$ cat src/inc/cfg_pkg.sv
// Register map, field positions and reset values of the configuration bank
`default_nettype none
package cfg_pkg;

  //////////////////////////////////////////////////////////////////////////
  // Serial frame layout
  localparam int          ADDR_W      = 15;
  localparam int          HDR_BITS    = 16;
  localparam int          HDR_RD_BIT  = 15;
  localparam logic [4:0]  HDR_LAST    = 5'h0f;
  localparam logic [4:0]  BYTE_LAST   = 5'h07;

  //////////////////////////////////////////////////////////////////////////
  // Byte addresses
  localparam logic [14:0] A_CONFIG    = 15'h0000;
  localparam logic [14:0] A_DEVICE    = 15'h0002;
  localparam logic [14:0] A_MAKER_LO  = 15'h000c;
  localparam logic [14:0] A_MAKER_HI  = 15'h000d;
  localparam logic [14:0] A_SERIAL    = 15'h0010;
  localparam logic [14:0] A_SYNC_CTRL = 15'h0029;
  localparam logic [14:0] A_CLK_OPTS  = 15'h002a;
  localparam logic [14:0] A_POS_0     = 15'h002c;
  localparam logic [14:0] A_POS_1     = 15'h002d;
  localparam logic [14:0] A_POS_2     = 15'h002e;

  //////////////////////////////////////////////////////////////////////////
  // Reset values
  localparam logic [7:0]  RST_CONFIG    = 8'h30;
  localparam logic [7:0]  RST_DEVICE    = 8'h00;
  localparam logic [7:0]  RST_SERIAL    = 8'h00;
  localparam logic [7:0]  RST_SYNC_CTRL = 8'h80;
  localparam logic [7:0]  RST_CLK_OPTS  = 8'h00;

  //////////////////////////////////////////////////////////////////////////
  // Field positions and codes
  localparam logic [7:0]  CONFIG_WMASK  = 8'h6f;  // Self-clearing bit 7 drops
  localparam logic [7:0]  CONFIG_FIXED  = 8'h10;  // Bit 4 always reads one
  localparam int          BIT_ASCEND    = 5;
  localparam int          BIT_HOLD      = 0;
  localparam logic [1:0]  MODE_PD       = 2'h3;
  localparam int          BIT_PROC_EN   = 6;
  localparam int          BIT_RECV_EN   = 5;
  localparam int          BIT_FINE      = 4;
  localparam int          SEL_MSB       = 3;
  localparam int          BIT_CLK_PECL  = 2;
  localparam int          BIT_SYNC_PECL = 1;
  localparam int          BIT_INVERT    = 0;

endpackage : cfg_pkg
`default_nettype wire

$ cat src/inc/serial_byte_if.sv
// Byte-level carrier between the serial pin port and the register core
`timescale 1ns/1ns
`default_nettype none
interface serial_byte_if;
  logic        hdr_valid;   // One-cycle pulse, header complete
  logic [15:0] hdr;         // Read flag and address
  logic        byte_valid;  // One-cycle pulse, data byte complete
  logic [7:0]  wr_byte;     // Byte shifted in from the host
  logic        rd_load;     // One-cycle pulse, load read byte
  logic [7:0]  rd_byte;     // Byte to shift out

  modport port (output hdr_valid, hdr, byte_valid, wr_byte,
                input  rd_load, rd_byte);
  modport core (input  hdr_valid, hdr, byte_valid, wr_byte,
                output rd_load, rd_byte);
endinterface : serial_byte_if
`default_nettype wire

$ cat src/logic/adc_sysref_cfg.sv
// Device and reference configuration register bank behind the serial port
`timescale 1ns/1ns
`default_nettype none
module adc_sysref_cfg #(
  parameter logic [15:0] MAKER_CODE = 16'h5a5a,  // Value arbitrary
  parameter int          TAP_DEPTH  = 32
) (
  // Clock and reset
  input  wire logic        clk,
  input  wire logic        reset_n,
  // Serial register port
  input  wire logic        spi_sclk,
  input  wire logic        spi_cs_n,
  input  wire logic        spi_sdi,
  output logic             spi_sdo,
  output logic             spi_sdo_oe,
  // Reference input and windowing status
  input  wire logic        sync_ref_in,
  input  wire logic [23:0] sync_capture_position,
  // Device controls
  output logic             device_power_down,
  output logic             sync_receiver_enable,
  output logic             sync_processor_enable,
  output logic             fine_delay_steps,
  output logic [3:0]       sync_delay_select,
  output logic             sync_polarity_invert,
  output logic             sample_clock_pecl_mode,
  output logic             sync_input_pecl_mode,
  output logic             sample_clock_self_bias,
  output logic             sync_input_self_bias,
  // Aligned reference
  output logic             sync_captured,
  output logic             sync_event
);

  localparam int TAP_W = $clog2(TAP_DEPTH);

  // The coarse step reaches tap 30, so the line needs 31 taps or more
  if (TAP_DEPTH < 32) begin : g_bad_taps
    $error("TAP_DEPTH must be at least 32");
  end

  //////////////////////////////////////////////////////////////////////////
  // Address stepping for streaming transfers
  function automatic logic [14:0] next_addr(input logic [14:0] a,
                                            input logic        hold,
                                            input logic        up);
    if (hold) begin
      next_addr = a;
    end else if (up) begin
      next_addr = a + 15'h0001;
    end else begin
      next_addr = a - 15'h0001;
    end
  endfunction : next_addr

  //////////////////////////////////////////////////////////////////////////
  // Serial port
  serial_byte_if bus ();

  serial_byte_port u_port (
    .clk     (clk),
    .reset_n (reset_n),
    .sclk    (spi_sclk),
    .cs_n    (spi_cs_n),
    .sdi     (spi_sdi),
    .sdo     (spi_sdo),
    .sdo_oe  (spi_sdo_oe),
    .bus     (bus.port)
  );

  //////////////////////////////////////////////////////////////////////////
  // Register storage
  logic [7:0]  config_a;
  logic [7:0]  device_operating_config;
  logic [7:0]  serial_access_options;
  logic [7:0]  sync_reference_control;
  logic [7:0]  clock_input_options;
  logic [14:0] addr;
  logic        rd_mode;
  logic        rd_pend;
  logic        rd_load_q;
  logic [7:0]  rd_data;

  // Write strobes; only whole bytes of a write frame are taken
  wire wr_take   = bus.byte_valid & ~rd_mode;
  wire we_config = wr_take && (addr == cfg_pkg::A_CONFIG);
  wire we_device = wr_take && (addr == cfg_pkg::A_DEVICE);
  wire we_serial = wr_take && (addr == cfg_pkg::A_SERIAL);
  wire we_sync   = wr_take && (addr == cfg_pkg::A_SYNC_CTRL);
  wire we_clk    = wr_take && (addr == cfg_pkg::A_CLK_OPTS);

  // Streaming controls
  wire addr_hold = serial_access_options[cfg_pkg::BIT_HOLD];
  wire ascend    = config_a[cfg_pkg::BIT_ASCEND];

  // Writable registers; reserved bits keep what the host writes
  always_ff @(posedge clk or negedge reset_n) begin
    if (!reset_n) begin
      config_a                <= cfg_pkg::RST_CONFIG;
      device_operating_config <= cfg_pkg::RST_DEVICE;
      serial_access_options   <= cfg_pkg::RST_SERIAL;
      sync_reference_control  <= cfg_pkg::RST_SYNC_CTRL;
      clock_input_options     <= cfg_pkg::RST_CLK_OPTS;
    end else begin
      if (we_config) begin
        config_a <= (bus.wr_byte & cfg_pkg::CONFIG_WMASK)
                    | cfg_pkg::CONFIG_FIXED;
      end
      if (we_device) begin
        device_operating_config <= bus.wr_byte;
      end
      if (we_serial) begin
        serial_access_options <= bus.wr_byte;
      end
      if (we_sync) begin
        sync_reference_control <= bus.wr_byte;
      end
      if (we_clk) begin
        clock_input_options <= bus.wr_byte;
      end
    end
  end

  // Frame address: loaded by the header, stepped after each byte
  always_ff @(posedge clk or negedge reset_n) begin
    if (!reset_n) begin
      addr    <= 15'h0000;
      rd_mode <= 1'b0;
    end else if (bus.hdr_valid) begin
      addr    <= bus.hdr[cfg_pkg::ADDR_W-1:0];
      rd_mode <= bus.hdr[cfg_pkg::HDR_RD_BIT];
    end else if (bus.byte_valid) begin
      addr    <= next_addr(addr, addr_hold, ascend);
    end
  end

  //////////////////////////////////////////////////////////////////////////
  // Read path; read-only words have no write strobe at all
  logic [7:0] read_value;
  always_comb begin
    if (addr == cfg_pkg::A_CONFIG) begin
      read_value = config_a;
    end else if (addr == cfg_pkg::A_DEVICE) begin
      read_value = device_operating_config;
    end else if (addr == cfg_pkg::A_MAKER_LO) begin
      read_value = MAKER_CODE[7:0];
    end else if (addr == cfg_pkg::A_MAKER_HI) begin
      read_value = MAKER_CODE[15:8];
    end else if (addr == cfg_pkg::A_SERIAL) begin
      read_value = serial_access_options;
    end else if (addr == cfg_pkg::A_SYNC_CTRL) begin
      read_value = sync_reference_control;
    end else if (addr == cfg_pkg::A_CLK_OPTS) begin
      read_value = clock_input_options;
    end else if (addr == cfg_pkg::A_POS_0) begin
      read_value = sync_capture_position[7:0];
    end else if (addr == cfg_pkg::A_POS_1) begin
      read_value = sync_capture_position[15:8];
    end else if (addr == cfg_pkg::A_POS_2) begin
      read_value = sync_capture_position[23:16];
    end else begin
      read_value = 8'h00;                             // Unmapped reads zero
    end
  end

  // Read byte follows the stepped address by one cycle, the byte pulse by two
  always_ff @(posedge clk or negedge reset_n) begin
    if (!reset_n) begin
      rd_pend   <= 1'b0;
      rd_load_q <= 1'b0;
      rd_data   <= 8'h00;
    end else begin
      rd_pend   <= bus.hdr_valid | bus.byte_valid;
      rd_load_q <= rd_pend;
      if (rd_pend) begin
        rd_data <= read_value;
      end
    end
  end

  assign bus.rd_load = rd_load_q;
  assign bus.rd_byte = rd_data;

  //////////////////////////////////////////////////////////////////////////
  // Control outputs decoded from the register fields
  assign device_power_down =
    (device_operating_config[1:0] == cfg_pkg::MODE_PD);
  assign sync_processor_enable =
    sync_reference_control[cfg_pkg::BIT_PROC_EN];
  assign sync_receiver_enable =
    sync_reference_control[cfg_pkg::BIT_RECV_EN];
  assign fine_delay_steps  = sync_reference_control[cfg_pkg::BIT_FINE];
  assign sync_delay_select = sync_reference_control[cfg_pkg::SEL_MSB:0];
  assign sync_polarity_invert =
    clock_input_options[cfg_pkg::BIT_INVERT];
  assign sample_clock_pecl_mode =
    clock_input_options[cfg_pkg::BIT_CLK_PECL];
  assign sync_input_pecl_mode =
    clock_input_options[cfg_pkg::BIT_SYNC_PECL];
  // Self-bias must be off whenever the input is PECL-terminated
  assign sample_clock_self_bias = ~sample_clock_pecl_mode;
  assign sync_input_self_bias   = ~sync_input_pecl_mode;

  //////////////////////////////////////////////////////////////////////////
  // Reference capture; fine steps halve the tap spacing
  wire [TAP_W-1:0] tap_index = fine_delay_steps
    ? TAP_W'({1'b0, sync_delay_select})
    : TAP_W'({sync_delay_select, 1'b0});

  sync_tap_line #(
    .DEPTH (TAP_DEPTH)
  ) u_taps (
    .clk       (clk),
    .reset_n   (reset_n),
    .ref_pin   (sync_ref_in),
    .invert    (sync_polarity_invert),
    .enable    (sync_receiver_enable),
    .tap_index (tap_index),
    .sampled   (sync_captured)
  );

  // Event on a captured rising edge; held off until the processor runs
  logic captured_d;
  always_ff @(posedge clk or negedge reset_n) begin
    if (!reset_n) begin
      captured_d <= 1'b0;
      sync_event <= 1'b0;
    end else begin
      captured_d <= sync_captured;
      sync_event <= sync_processor_enable & sync_captured
                    & ~captured_d;
    end
  end
endmodule : adc_sysref_cfg
`default_nettype wire

$ cat src/logic/serial_byte_port.sv
// Serial pin port: synchronisers, header and byte shifting, read shifter
`timescale 1ns/1ns
`default_nettype none
module serial_byte_port (
  // Clock and reset
  input  wire logic     clk,
  input  wire logic     reset_n,
  // Serial pins
  input  wire logic     sclk,
  input  wire logic     cs_n,
  input  wire logic     sdi,
  output logic          sdo,
  output logic          sdo_oe,
  // Byte side
  serial_byte_if.port   bus
);

  //////////////////////////////////////////////////////////////////////////
  // Two-flop synchronisers; only stage 1 is read by logic
  logic [1:0]  sclk_s;
  logic [1:0]  cs_s;
  logic [1:0]  sdi_s;
  logic        sclk_d;
  always_ff @(posedge clk or negedge reset_n) begin
    if (!reset_n) begin
      sclk_s <= 2'h0;
      cs_s   <= 2'h3;
      sdi_s  <= 2'h0;
      sclk_d <= 1'b0;
    end else begin
      sclk_s <= {sclk_s[0], sclk};
      cs_s   <= {cs_s[0], cs_n};
      sdi_s  <= {sdi_s[0], sdi};
      sclk_d <= sclk_s[1];
    end
  end

  // Edge and frame decode
  wire frame = ~cs_s[1];
  wire rise  = frame & sclk_s[1] & ~sclk_d;
  wire fall  = frame & ~sclk_s[1] & sclk_d;

  //////////////////////////////////////////////////////////////////////////
  // Receive shifter; header first, then bytes
  logic [14:0] shift;
  logic [4:0]  cnt;
  logic        in_data;
  logic        rd;
  always_ff @(posedge clk or negedge reset_n) begin
    if (!reset_n) begin
      shift <= 15'h0000; cnt <= 5'h00; in_data <= 1'b0; rd <= 1'b0;
      bus.hdr_valid <= 1'b0; bus.byte_valid <= 1'b0;
      bus.hdr <= 16'h0000; bus.wr_byte <= 8'h00;
    end else begin
      bus.hdr_valid  <= 1'b0;
      bus.byte_valid <= 1'b0;
      if (!frame) begin
        cnt <= 5'h00; in_data <= 1'b0; rd <= 1'b0;
      end else if (rise) begin
        shift <= {shift[13:0], sdi_s[1]};
        cnt   <= cnt + 5'h01;
        if (!in_data && cnt == cfg_pkg::HDR_LAST) begin
          bus.hdr_valid <= 1'b1;
          bus.hdr       <= {shift, sdi_s[1]};
          rd            <= shift[cfg_pkg::HDR_RD_BIT - 1];
          in_data       <= 1'b1;
          cnt           <= 5'h00;
        end else if (in_data && cnt == cfg_pkg::BYTE_LAST) begin
          bus.byte_valid <= 1'b1;  // Partial last byte is dropped
          bus.wr_byte    <= {shift[6:0], sdi_s[1]};
          cnt            <= 5'h00;
        end
      end
    end
  end

  //////////////////////////////////////////////////////////////////////////
  // Transmit shifter; bits leave on falling edges, MSB first
  logic [7:0] tx;
  always_ff @(posedge clk or negedge reset_n) begin
    if (!reset_n) begin
      tx <= 8'h00; sdo <= 1'b0; sdo_oe <= 1'b0;
    end else begin
      sdo_oe <= frame & in_data & rd;
      if (!frame) begin
        sdo <= 1'b0;
      end else if (bus.rd_load) begin
        tx <= bus.rd_byte;
      end else if (fall && in_data) begin
        sdo <= tx[7];
        tx  <= {tx[6:0], 1'b0};
      end
    end
  end

endmodule : serial_byte_port
`default_nettype wire

$ cat src/logic/sync_tap_line.sv
// Reference input synchroniser, polarity option and tapped delay line
`timescale 1ns/1ns
`default_nettype none
module sync_tap_line #(
  parameter int DEPTH = 32
) (
  // Clock and reset
  input  wire logic                     clk,
  input  wire logic                     reset_n,
  // Reference pin and controls
  input  wire logic                     ref_pin,
  input  wire logic                     invert,
  input  wire logic                     enable,
  input  wire logic [$clog2(DEPTH)-1:0] tap_index,
  // Captured level
  output logic                          sampled
);

  if (DEPTH < 2 || DEPTH != (1 << $clog2(DEPTH))) begin : g_bad_depth
    $error("DEPTH must be a power of two of at least 2");
  end

  //////////////////////////////////////////////////////////////////////////
  // Synchronise, invert before capture, then delay
  logic [1:0]       ref_s;
  logic [DEPTH-1:0] chain;
  always_ff @(posedge clk or negedge reset_n) begin
    if (!reset_n) begin
      ref_s   <= 2'h0;
      chain   <= '0;
      sampled <= 1'b0;
    end else begin
      ref_s   <= {ref_s[0], ref_pin};
      chain   <= {chain[DEPTH-2:0], ref_s[1] ^ invert};
      sampled <= enable & chain[tap_index];
    end
  end
endmodule : sync_tap_line
`default_nettype wire

$ cat config.mk
export PLATFORM = sky130hd
export DESIGN_NAME = adc_sysref_cfg
export DESIGN_NICKNAME = d
export VERILOG_FILES = /design/src/inc/cfg_pkg.sv /design/src/inc/serial_byte_if.sv /design/src/logic/adc_sysref_cfg.sv /design/src/logic/serial_byte_port.sv /design/src/logic/sync_tap_line.sv
export SDC_FILE = /design/constraint.sdc
export NUM_CORES = 1
export LEC_CHECK = 0
export BUFFER_PORTS_ARGS = -buffer_cell sky130_fd_sc_hd__buf_2
export CAP_MARGIN = 20
export CORE_MARGIN = 3
export CORE_UTILIZATION = 45
export CTS_BUF_LIST = sky130_fd_sc_hd__clkbuf_2
export DETAILED_ROUTE_END_ITERATION = 12
export SLEW_MARGIN = 5
export SYNTH_ARGS = -nofsm -noshare
export SYNTH_HDL_FRONTEND = slang
export SYNTH_SLANG_ARGS = --single-unit
$ cat constraint.sdc
create_clock -name clk -period 3.93 [get_ports clk]
set_clock_uncertainty 0.2 [all_clocks]
set_input_delay 0 -clock clk [delete_from_list [all_inputs] [get_ports clk]]
set_output_delay 0 -clock clk [all_outputs]
set_load 0.02 [all_outputs]
==> flow_summary.json <==
{
  "root_buffer": "clkbuf_2",
  "globalRouteTotalUtil": 0.194,
  "hold_path.class": "in -> async",
  "synth_top_flop_cell": "dfrtp_1",
  "core_area_um2": 16100,
  "final_nets": 804,
  "cp_max_fo": 15,
  "fp-row-count": 46,
  "synth_nets": 733,
  "p_leak_nw": 4.04,
  "post-route-period-util": 0.869,
  "syn_to_final_growth_pct": 13.9,
  "insertedDiodeCount": 0,
  "utilization": 0.532,
  "dp_cells": 927,
  "relSlewSlack": 0.395,
  "fp.dieW_um": 135,
  "stdcell_count": 987,
  "cap_violations": 0,
  "cts_buffers": 17,
  "max_freq_mhz": 293,
  "worstRegToRegCells": 8,
  "grt_pass1_vias": 5298,
  "yosysSeqAreaShare": 0.553,
  "via_count": 5361,
  "synthSimpleGateAreaFrac": 0.152,
  "cts_resized": 0,
  "dieHeight_um": 135,
  "drt_iter0_markers": 332,
  "endpoint_kind": "register",
  "syn_inst": 687,
  "synthAdderAreaFrac": 0.0276,
  "drc_errors": 0,
  "ys_seq_elements": 166,
  "setup_ws_ps": 514,
  "crit_type": "reg -> reg",
  "clk_pin_slew_ps": 290,
  "drt-total-wl_mm": 16.8,
  "grt_max_degree": 83,
  "syn_area_um2": 7520,
  "drv_slew": 0,
  "drt-wirelength-per-cell_um": 17.0,
  "rsz0062_at_grt": "false",
  "synthMuxAreaShare": 0.122,
  "clk_latency_ps": 750,
  "cts_tree": "yes",
  "viasPerCell": 5.43,
  "ant_nets": 0,
  "synth_edf_count": 0,
  "period_minus_slack_ps": 3420,
  "place_hpwl_mm": 11.6,
  "dieArea_um2": 18300,
  "antenna_found_initial": 0,
  "dp_slack_ps": 564,
  "required_ps": 4410,
  "io_pins": 47,
  "cts_max_level": 4,
  "port_buffers": 46,
  "peakVddDrop_mv": 0.246,
  "ys_types": 59,
  "worst_setup_path_start_kind": "register",
  "overflow": 0,
  "cts_sinks": 166,
  "start_util": 0.467,
  "hold_violations": 0,
  "synth_xor_area_frac": 0.0140,
  "worst_ep_arrival_time_ps": 3890,
  "grt_pass1_wl_mm": 28.0,
  "tightest_slew_ps": 904,
  "gp_congestion": 0.852,
  "ys_warn_count": 0,
  "syn_area_per_cell_um2": 10.9,
  "whs_ps": 132,
  "first_pass_iters": 5,
  "p_per_area_nw_per_um2": 343,
  "post_cts_buffers": 0,
  "status": "completed",
  "setup_viol": 0,
  "synth_top_family_by_area": "simple AND/OR/NAND/NOR gates",
  "clockBufferDepth": 2,
  "synth_compound_area_frac": 0.103,
  "cts_hold_buf": 27,
  "async_flop_share": 1.00,
  "drive_above_1_share": 0.187,
  "setup_tns_ps": 0
}
-- cells in the final DEF, fill, tap and decap left out, types with 5 or more instances in the layout --
cell type      count
ha_1              15
nand2b_1           5
nor3_1             7
inv_8              5
clkinv_8           6
nand4_1            5
a21boi_0           5
nor3b_1            7
a21oi_1           42
mux2i_1           26
or3_1              5
nor2b_1           10
a31oi_1            8
o21ai_0           34
buf_4             10
mux4_1             7
a221oi_1           8
dlygate4sd3_1     26
nand3_1           10
xor2_1             5
mux2_2            37
xnor2_1            7
dfrtp_1          162
nand2_1          140
buf_2             45
inv_1             14
clkbuf_2          17
nor2_1            34
-- power by group --
group	switching (mW)	internal, mW
logic	0.0641	0.0529
registers	0.0363	1.76
clock network	0.731	0.297
-- through the flow --
| stage | instance area, um2 | power [mW] |
|---|---|---|
| global route | 8570 | 3.07 |
| global placement | 7950 | 1.91 |
| finish | 8570 | 2.94 |
| CTS | 8540 | 2.98 |
| floorplan | 7520 | 1.85 |
| detailed placement | 7950 | 1.92 |
-- worst paths after layout --
kind	slack [ps]	to	startpoint
setup / recovery	510	addr[14]$_DFFE_PN0P_	config_a[5]$_DFFE_PN1P_
hold / removal	130	sync_reference_control[7]$_DFFE_PN1P_	reset_n
setup reg to reg	510	addr[14]$_DFFE_PN0P_	config_a[5]$_DFFE_PN1P_
hold reg to reg	180	u_port.cs_s[1]$_DFF_PN1_	u_port.cs_s[0]$_DFF_PN1_
max in group asynchronous	2860	u_port.cs_s[1]$_DFF_PN1_	reset_n
min in group clk	180	u_port.cs_s[1]$_DFF_PN1_	u_port.cs_s[0]$_DFF_PN1_
-- cell type report --
| cell class | count | area [um2] |
|---|---|---|
| Clock buffer | 17 | 85.1 |
| Clock inverter | 15 | 218 |
| Fill cell | 1407 | 7550 |
| Inverter | 16 | 60.1 |
| Multi-Input combinational cell | 473 | 3150 |
| Sequential cell | 166 | 4160 |
| Tap cell | 216 | 270 |
| Timing Repair Buffer | 84 | 627 |
-- critical path: stages, from the launching register on --
cell and delay (ps):
dfstp_2 620, inv_1 270, ha_1 480, a2111oi_2 470, o21ai_1 210, a221o_1 410, nor3b_1 170, o31a_1 300
o31ai_1 230
-- cell families (layout without fill, tap and decap cells) --
logic type,count (synthesis),count (layout)
flip-flops,166,166
multiplexers,73,73
adder cells (fa/ha/maj),16,16
AO/OA/AOI/OAI,126,126
buffers and inverters,48,132
AND/OR/NAND/NOR,246,246
XOR/XNOR,12,12
-- sequential cells by signal, summed over array words and instances (netlist names), 6 cells and up --
name	count
config_a	6
addr	15
sync_reference_control	8
u_port.bus.wr_byte	8
u_taps.chain	32
clock_input_options	8
bus.rd_byte	8
u_port.shift	15
u_port.bus.hdr	16
device_operating_config	8
u_port.tx	8
serial_access_options	8
-- per-layer routing --
layer	vias up	wire length, um	global-route usage
met1	2663	8230	0.288
met4	0	244	0.0616
met5	-	0	0
met3	20	632	0.0338
li1	2562	-	-
met2	116	7690	0.294
-- cell usage after synthesis, types with 3 or more instances --
cell         n  area (um2)
xor2_1       5        43.8
nor2b_1     10        62.6
a21oi_1     42         210
mux4_1       7         184
nand4b_1     3        26.3
o21bai_1     3        22.5
mux2i_1     26         260
dfstp_2      4         105
a31oi_1      8        50.1
ha_1        15         188
inv_1       14        52.6
nand2_1    140         526
o22ai_1      4        25.0
o2bb2ai_1    3        26.3
a22oi_1      3        22.5
clkbuf_1    21        78.8
a221oi_1     8        70.1
xnor2_1      7        61.3
mux2_2      37         417
nor3b_1      7        52.6
nor2_1      34         128
buf_4        4        30.0
nand4_1      5        31.3
a21boi_0     5        37.5
nand2b_1     5        31.3
o31ai_1      3        22.5
nor3_1       7        35.0
or4_1        3        22.5
or3_1        5        31.3
nand3_1     10        50.1
dfrtp_1    162        4050
o21ai_0     34         170
buf_2        3        15.0
(Power assumes the default switching activity.)
